$ cat config.mk
export PLATFORM = sky130hd
export DESIGN_NAME = uart_addr_match_frac_baud
export DESIGN_NICKNAME = d
export VERILOG_FILES = /design/src/core/uart_ext_pkg.sv /design/src/core/uart_addr_match_frac_baud.sv
export SDC_FILE = /design/constraint.sdc
export NUM_CORES = 1
export LEC_CHECK = 0
export ABC_AREA = 1
export CAP_MARGIN = 20
export CELL_PAD_IN_SITES_DETAIL_PLACEMENT = 1
export CELL_PAD_IN_SITES_GLOBAL_PLACEMENT = 1
export CORE_MARGIN = 3
export CORE_UTILIZATION = 47
export DETAILED_ROUTE_END_ITERATION = 7
export DONT_BUFFER_PORTS = 1
export PLACE_DENSITY = 0.92
export SYNTH_ARGS = -nofsm -noshare
export SYNTH_HDL_FRONTEND = slang
export SYNTH_SLANG_ARGS = --single-unit
$ cat constraint.sdc
create_clock -name core_clk_in -period 5.8 [get_ports core_clk_in]
set_clock_uncertainty 0.15 [all_clocks]
set_input_delay 0.58 -clock core_clk_in [delete_from_list [all_inputs] [get_ports core_clk_in]]
set_output_delay 0.58 -clock core_clk_in [all_outputs]
set_load 0.005 [all_outputs]
$ cat src/core/uart_ext_pkg.sv
/*
 * Shared constants and carrier types for the serial port extension block:
 * register offsets, field positions, reset values and bus encodings.
 * Assumes a 32-bit AHB-Lite register bus and an 8-bit offset window.
 */
`default_nettype none

package uart_ext_pkg;

	localparam int FRACTION_WIDTH = 4;
	localparam int CHAR_W         = 9;
	localparam int DIV_W          = 16;
	localparam int OFS_W          = 8;

	// Register byte offsets inside the block's window.
	localparam logic [OFS_W-1:0] OFS_DMA_REQUEST_ABORT        = 8'ha8;
	localparam logic [OFS_W-1:0] OFS_BAUD_DIVISOR_FRACTION    = 8'hc0;
	localparam logic [OFS_W-1:0] OFS_RECEIVE_MATCH_ADDRESS    = 8'hc4;
	localparam logic [OFS_W-1:0] OFS_TRANSMIT_STATION_ADDRESS = 8'hc8;
	localparam logic [OFS_W-1:0] OFS_LINE_EXTENSION_CONTROL   = 8'hcc;
	localparam logic [OFS_W-1:0] OFS_BAUD_DIVISOR_INTEGER     = 8'hd0;
	localparam logic [OFS_W-1:0] OFS_EXTENSION_STATUS         = 8'hd4;

	// Field positions.
	localparam int DMA_ABORT_BIT   = 0;
	localparam int LEXT_NINE_BIT   = 0;
	localparam int LEXT_FILTER_BIT = 1;
	localparam int LEXT_SEND_BIT   = 2;
	localparam int STAT_MATCH_BIT  = 0;
	localparam int STAT_ADDR_BIT   = 1;

	// Values after reset.
	localparam logic [FRACTION_WIDTH-1:0] RST_FRACTION = 4'h0;
	localparam logic [7:0]                RST_ADDRESS  = 8'h00;
	localparam logic [3:0]                RST_LINE_EXT = 4'h0;
	localparam logic [DIV_W-1:0]          RST_DIVISOR  = 16'h0001;

	// Bus encodings.
	localparam logic [1:0] HTRANS_NONSEQ = 2'h2;
	localparam logic [2:0] HSIZE_WORD    = 3'h2;

	typedef struct packed {
		logic tx_burst;
		logic tx_single;
		logic rx_burst;
		logic rx_single;
	} dma_req_t;

	typedef struct packed {
		logic transmit_width_select;
		logic send_address_pending;
		logic addr_filter_enable;
		logic nine_bit_char_enable;
	} line_ext_t;

endpackage

`default_nettype wire

$ cat src/core/uart_addr_match_frac_baud.sv
/*
 * Serial port extension: multidrop address filter and address insertion,
 * fractional baud divisor and software DMA request abort, behind an
 * AHB-Lite slave. Assumes the transmit FIFO, receive FIFO, serial engine
 * and DMA request logic of the port sit outside on the same clock.
 */
// The AHB-Lite interface to the registers was left to the implementer.
`timescale 1ns/1ps
`default_nettype none

module uart_addr_match_frac_baud
	import uart_ext_pkg::*;
#(
	parameter int DIVISOR_WIDTH = DIV_W
) (
	input  wire logic              core_clk_in,
	input  wire logic              nrst_in,
	input  wire logic              hsel_in,
	input  wire logic [31:0]       haddr_in,
	input  wire logic [1:0]        htrans_in,
	input  wire logic              hwrite_in,
	input  wire logic [2:0]        hsize_in,
	input  wire logic [31:0]       hwdata_in,
	input  wire logic              hready_in,
	output logic      [31:0]       hrdata_out,
	output logic                   hreadyout_out,
	output logic                   hresp_out,
	input  wire dma_req_t          dma_req_in,
	output dma_req_t               dma_req_out,
	input  wire logic [CHAR_W-1:0] tx_fifo_data_in,
	input  wire logic              tx_fifo_valid_in,
	output logic                   tx_fifo_ready_out,
	output logic      [CHAR_W-1:0] tx_char_out,
	output logic                   tx_char_valid_out,
	input  wire logic              tx_char_ready_in,
	input  wire logic [CHAR_W-1:0] rx_char_in,
	input  wire logic              rx_char_valid_in,
	output logic      [CHAR_W-1:0] rx_wr_data_out,
	output logic                   rx_wr_valid_out,
	output logic                   baud_tick_out,
	output line_ext_t              line_ext_out
);

	logic                      wr_pend_r;
	logic [OFS_W-1:0]          acc_ofs_r;
	logic [FRACTION_WIDTH-1:0] frac_r;
	logic [7:0]                rx_match_r;
	logic [7:0]                tx_station_r;
	line_ext_t                 lext_r;
	line_ext_t                 lext_nxt;
	logic [DIVISOR_WIDTH-1:0]  div_int_r;
	logic                      abort_r;
	logic [3:0]                hold_r;
	logic [3:0]                hold_nxt;
	logic [DIVISOR_WIDTH-1:0]  cnt_r;
	logic [FRACTION_WIDTH-1:0] acc_r;
	logic [FRACTION_WIDTH:0]   acc_sum;
	logic                      matched_r;
	logic [CHAR_W-1:0]         char_r;
	logic                      char_valid_r;
	logic                      char_is_addr_r;

	logic addr_ph;
	logic match_en;
	logic send_active;
	logic can_load;
	logic addr_taken;
	logic load_addr;
	logic load_data;

	function automatic logic reg_write(input logic pend, input logic [OFS_W-1:0] ofs,
		input logic [OFS_W-1:0] target);
		reg_write = pend && (ofs == target);
	endfunction

	// A write is taken only as a whole word; other sizes complete with no effect.
	assign addr_ph       = hsel_in && hready_in && (htrans_in == HTRANS_NONSEQ);
	assign hreadyout_out = 1'b1;
	assign hresp_out     = 1'b0;

	always_ff @(posedge core_clk_in) begin
		if (!nrst_in) begin
			wr_pend_r <= 1'b0;
			acc_ofs_r <= '0;
		end else if (hready_in) begin
			wr_pend_r <= addr_ph && hwrite_in && (hsize_in == HSIZE_WORD);
			acc_ofs_r <= addr_ph ? haddr_in[OFS_W-1:0] : '0;
		end
	end

	// Read data is chosen in the data phase, so a read right after a write sees it.
	always_comb begin
		hrdata_out = 32'h0000_0000;
		unique case (acc_ofs_r)
			OFS_BAUD_DIVISOR_FRACTION:    hrdata_out[FRACTION_WIDTH-1:0] = frac_r;
			OFS_RECEIVE_MATCH_ADDRESS:    hrdata_out[7:0] = rx_match_r;
			OFS_TRANSMIT_STATION_ADDRESS: hrdata_out[7:0] = tx_station_r;
			OFS_LINE_EXTENSION_CONTROL:   hrdata_out[3:0] = lext_r;
			OFS_BAUD_DIVISOR_INTEGER:     hrdata_out[DIVISOR_WIDTH-1:0] = div_int_r;
			OFS_EXTENSION_STATUS: begin
				hrdata_out[STAT_MATCH_BIT] = matched_r;
				hrdata_out[STAT_ADDR_BIT]  = char_valid_r && char_is_addr_r;
			end
			default:                      hrdata_out = 32'h0000_0000;
		endcase
	end

	always_ff @(posedge core_clk_in) begin
		if (!nrst_in) begin
			frac_r       <= RST_FRACTION;
			rx_match_r   <= RST_ADDRESS;
			tx_station_r <= RST_ADDRESS;
			div_int_r    <= RST_DIVISOR;
		end else begin
			if (reg_write(wr_pend_r, acc_ofs_r, OFS_BAUD_DIVISOR_FRACTION))
				frac_r <= hwdata_in[FRACTION_WIDTH-1:0];
			if (reg_write(wr_pend_r, acc_ofs_r, OFS_RECEIVE_MATCH_ADDRESS))
				rx_match_r <= hwdata_in[7:0];
			if (reg_write(wr_pend_r, acc_ofs_r, OFS_TRANSMIT_STATION_ADDRESS))
				tx_station_r <= hwdata_in[7:0];
			if (reg_write(wr_pend_r, acc_ofs_r, OFS_BAUD_DIVISOR_INTEGER))
				div_int_r <= hwdata_in[DIVISOR_WIDTH-1:0];
		end
	end

	// A software write of one beats the hardware clear in the same cycle.
	always_comb begin
		lext_nxt = lext_r;
		if (addr_taken)
			lext_nxt.send_address_pending = 1'b0;
		if (reg_write(wr_pend_r, acc_ofs_r, OFS_LINE_EXTENSION_CONTROL))
			lext_nxt = line_ext_t'(hwdata_in[3:0]);
	end

	always_ff @(posedge core_clk_in) begin
		if (!nrst_in)
			lext_r <= line_ext_t'(RST_LINE_EXT);
		else
			lext_r <= lext_nxt;
	end

	assign line_ext_out = lext_r;

	// The abort holds each request low until the requester drops it.
	always_ff @(posedge core_clk_in) begin
		if (!nrst_in)
			abort_r <= 1'b0;
		else
			abort_r <= reg_write(wr_pend_r, acc_ofs_r, OFS_DMA_REQUEST_ABORT)
				&& hwdata_in[DMA_ABORT_BIT];
	end

	assign hold_nxt = abort_r ? 4'hf : (hold_r & dma_req_in);

	always_ff @(posedge core_clk_in) begin
		if (!nrst_in) begin
			hold_r      <= 4'h0;
			dma_req_out <= '0;
		end else begin
			hold_r      <= hold_nxt;
			dma_req_out <= dma_req_t'(dma_req_in & ~hold_nxt);
		end
	end

	// The carry of a four-bit accumulator stretches F periods in sixteen by one.
	assign acc_sum = {1'b0, acc_r} + {1'b0, frac_r};

	always_ff @(posedge core_clk_in) begin
		if (!nrst_in) begin
			cnt_r         <= '0;
			acc_r         <= '0;
			baud_tick_out <= 1'b0;
		end else if (div_int_r == '0) begin
			cnt_r         <= '0;
			baud_tick_out <= 1'b0;
		end else if (cnt_r == '0) begin
			acc_r         <= acc_sum[FRACTION_WIDTH-1:0];
			cnt_r         <= div_int_r - DIVISOR_WIDTH'(1)
				+ DIVISOR_WIDTH'(acc_sum[FRACTION_WIDTH]);
			baud_tick_out <= 1'b1;
		end else begin
			cnt_r         <= cnt_r - DIVISOR_WIDTH'(1);
			baud_tick_out <= 1'b0;
		end
	end

	assign match_en = lext_r.addr_filter_enable && lext_r.nine_bit_char_enable;

	always_ff @(posedge core_clk_in) begin
		if (!nrst_in) begin
			matched_r       <= 1'b0;
			rx_wr_valid_out <= 1'b0;
			rx_wr_data_out  <= '0;
		end else begin
			rx_wr_valid_out <= 1'b0;
			if (!match_en) begin
				matched_r <= 1'b0;
				if (rx_char_valid_in) begin
					rx_wr_valid_out <= 1'b1;
					rx_wr_data_out  <= lext_r.nine_bit_char_enable ? rx_char_in
						: {1'b0, rx_char_in[7:0]};
				end
			end else if (rx_char_valid_in && rx_char_in[8]) begin
				matched_r <= (rx_char_in[7:0] == rx_match_r);
			end else if (rx_char_valid_in && matched_r) begin
				rx_wr_valid_out <= 1'b1;
				rx_wr_data_out  <= rx_char_in;
			end
		end
	end

	assign send_active = lext_r.nine_bit_char_enable && !lext_r.transmit_width_select
		&& lext_r.send_address_pending;
	assign can_load    = !char_valid_r || tx_char_ready_in;
	assign addr_taken  = char_valid_r && tx_char_ready_in && char_is_addr_r;
	// An address already waiting must not be queued a second time.
	assign load_addr   = can_load && send_active && !(char_valid_r && char_is_addr_r);
	assign load_data   = can_load && !send_active && tx_fifo_valid_in;
	assign tx_fifo_ready_out = can_load && !send_active;

	always_ff @(posedge core_clk_in) begin
		if (!nrst_in) begin
			char_valid_r   <= 1'b0;
			char_is_addr_r <= 1'b0;
			char_r         <= '0;
		end else if (load_addr) begin
			char_valid_r   <= 1'b1;
			char_is_addr_r <= 1'b1;
			char_r         <= {1'b1, tx_station_r};
		end else if (load_data) begin
			char_valid_r   <= 1'b1;
			char_is_addr_r <= 1'b0;
			char_r         <= (lext_r.nine_bit_char_enable && lext_r.transmit_width_select)
				? tx_fifo_data_in : {1'b0, tx_fifo_data_in[7:0]};
		end else if (tx_char_ready_in) begin
			char_valid_r   <= 1'b0;
			char_is_addr_r <= 1'b0;
		end
	end

	assign tx_char_out       = char_r;
	assign tx_char_valid_out = char_valid_r;

	// Helper state for the period checks; any divisor write voids the history.
	logic [DIVISOR_WIDTH:0] per_r;
	logic [DIVISOR_WIDTH:0] exp_r;
	logic [3:0]             ticks_r;
	logic [4:0]             carries_r;
	logic [4:0]             seen_r;
	logic                   div_wr;
	logic                   reload;

	assign div_wr = reg_write(wr_pend_r, acc_ofs_r, OFS_BAUD_DIVISOR_FRACTION)
		|| reg_write(wr_pend_r, acc_ofs_r, OFS_BAUD_DIVISOR_INTEGER);
	assign reload = (div_int_r != '0) && (cnt_r == '0);

	always_ff @(posedge core_clk_in) begin
		if (!nrst_in || div_wr) begin
			per_r     <= '0;
			exp_r     <= '0;
			ticks_r   <= '0;
			carries_r <= '0;
			seen_r    <= '0;
		end else if (reload) begin
			per_r     <= '0;
			exp_r     <= {1'b0, div_int_r} + (DIVISOR_WIDTH+1)'(acc_sum[FRACTION_WIDTH]);
			ticks_r   <= ticks_r + 4'h1;
			carries_r <= (ticks_r == 4'hf) ? 5'h00 : carries_r + 5'(acc_sum[FRACTION_WIDTH]);
			seen_r    <= (seen_r == 5'h1f) ? seen_r : seen_r + 5'h01;
		end else begin
			per_r     <= per_r + (DIVISOR_WIDTH+1)'(1);
		end
	end
endmodule

`default_nettype wire

==> run metrics <==
first-pass GRT wire length about 27 mm; Initial Util between 40 and 50%; initial DRC count between 200 and 300; Final Hold Fails 0; FFs w/ async S/R, synth 0%; cell area after synthesis approximately 0.0053 mm^2; final cycle utilization of the critical path a little under half; Arr. time, crit path 2.91 ns; crit end category flop; Post-CTS Hold Buffers 0; initial antenna violation count 0; MaxCap Viol Count 0; Worst Path Max Fanout 4; CTS root buf clkbuf_16; Placer Congestion between 0.8 and 0.9; reg-to-reg setup timing slack 3.02 ns; Seq pwr share between 40 and 50%; die width 112.3 um; total die area between 0.01 and 0.015 mm^2; io pins approximately 160; number of antenna diodes 0; top-count cell post-synth nand2_1; Cells after DPL 920; TritonCTS clock tree yes; # fillers roughly 1.5k; cell-internal power ~1.2 mW; Final nets 900; Longest Clk Path Bufs 2; Netlist cell types 35; via count 5,162; Die Height between 100 and 150 um; Slew Limit Fails 0; Max H-tree Level 3; sw frac 35.56%; worst slew pin tran roughly 0.83 ns; register area between 0.002 and 0.0025 mm^2; f_max between 0.3 and 0.4 GHz; clock network fraction of total power roughly a third; worst min path class in -> reg; combinational power share 25.7%; number of synthesis warnings 0; vias per cell approximately 5.5; grt ovf 0; top cells by count, synth nand2_1 (168), nor2_1 (145), dfxtp_1 (101); final non-filler cell total about 940; DRT Wirelength 15.86 mm; # DRC 0; Worst VDD drop between 200 and 250 uV; crit start category flop; clock sink count approximately 100; Data required, critical path 5.93 ns; DP Wirelength about 12 mm; router iterations before antenna repair 4; final core area utilization approximately 51%; Setup Buffers After CTS 0; switching power of the nets between 0.6 and 0.7 mW; final setup TNS 0 ns; Multi-input gate area roughly 0.0028 mm^2; routed wire length per instance approximately 17 um; clock latency at the later pin of the worst-skew pair 0.36 ns; Yosys top cell area share between 30% and 40%; PortBufs 0; leak pwr roughly 2.4 nW; GRT Util Overall a little over a quarter; core area around 0.011 mm^2; average size of a mapped cell between 6 and 7 um^2; pwr/cell area ~330 mW/mm^2; Clock transition at path regs 0.07 ns; ANT nets after route 0; register bit total from synthesis roughly 100; layout cell share with drive strength beyond 1 5.646%; Fin Hold WS ~0.17 ns; crit path kind reg -> reg; Synth area leaders dfxtp_1 (38%), nand2_1 (12%), nor2_1 (10%); # resized after CTS 0; cell row count 38; status finished clean; largest net degree at the start of global routing 53; Post-synth EDFFs 0; P&R area growth vs syn 5.839%; register area share after synthesis 38.05%; Final Critical Period roughly 2.8 ns; ys flop type dfxtp_1; RSZ-0062 raised after global routing false; final setup fails 0; Synth area leader dfxtp_1; vias in the first global route ~5.5k; post-synthesis instance total 800; Rel. slew slack around 44%; CTS Buf Count 9
==> power by group through the flow <==
stage | logic [mW] | registers [mW] | clock network (mW)
floorplan | 0.372 | 0.786 | 0
finish | 0.477 | 0.783 | 0.597
global placement | 0.422 | 0.795 | 0
global route | 0.553 | 0.790 | 0.640
detailed placement | 0.465 | 0.798 | 0
CTS | 0.475 | 0.783 | 0.608
==> cell families after synthesis <==
logic type,count (synthesis),synth area share [%]
simple gates,406,32.82
compound gates,143,13.89
buf+inv,128,11.02
flops,101,38.05
xor+xnor,11,1.813
fa+ha+maj,9,2.261
other cells,2,0.1413
==> critical path, stage by stage, from the launching register on <==
cell,delay (ns)
dfxtp_1,0.34
ha_1,0.22
inv_1,0.07
fa_1,0.22
nor2_1,0.07
a211oi_1,0.18
ha_1,0.27
ha_1,0.25
inv_1,0.08
nor2_1,0.16
nand2_1,0.15
inv_1,0.13
nand3_1,0.08
nand2_1,0.08
nand2_1,0.05
a21oi_1,0.18
==> cells in the final DEF, fill, tap and decap left out, drive strengths merged <==
master / count
nor3: 11
a211oi: 1
o21ai: 70
inv: 94
nand4: 11
nand2: 177
clkbuf: 9
o211ai: 1
buf: 1
clkinv: 5
o22ai: 2
conb: 18
nand3b: 3
a21oi: 65
and2: 1
fa: 1
ha: 8
o221ai: 4
xor2: 5
xnor2: 6
nor2: 152
nand3: 50
nor3b: 1
dfxtp: 101
==> layer usage <==
metal,up-vias,global-route usage (%),wire length [um]
met5,-,0,0
met3,34,7.332,1000
li1,2512,-,-
met2,150,45.89,7923
met4,0,8.814,391
met1,2466,30.59,6541
==> registers in the layout, summed over array words and instances (netlist names), 4 cells and up <==
register / count
cnt_r: 16
line_ext_out: 4
div_int_r: 16
rx_wr_data_out: 9
frac_r: 4
tx_station_r: 8
dma_req_out: 4
tx_char_out: 9
acc_ofs_r: 8
acc_r: 4
rx_match_r: 8
hold_r: 4
==> layout make-up <==
type                       instances  share of cell area [%]
sequential                       101                   35.95
inverter                          92                   6.140
tap                              140                   3.115
clock inverter                     7                   1.112
clock buffer                       9                   4.004
timing repair buffer               1                  0.4894
multi-input combinational        587                   49.19
==> through the flow <==
stage / power [mW] / area (um^2) / setup WS [ns]
final: 1.858 / 5624 / 3.024
after global routing: 1.983 / 5624 / 2.749
after CTS: 1.866 / 5597 / 2.973
after detailed placement: 1.264 / 5309 / 3.006
after global placement: 1.217 / 5309 / 3.167
after floorplan: 1.157 / 5374 / 3.529
==> final timing paths <==
path         startpoint  cells past startpoint            to
min             nrst_in                      1  div_int_r[0]
max reg2reg   frac_r[0]                     15     cnt_r[12]
min reg2reg    acc_r[0]                      2      acc_r[0]
max           frac_r[0]                     15     cnt_r[12]
(Power assumes the default switching activity.)
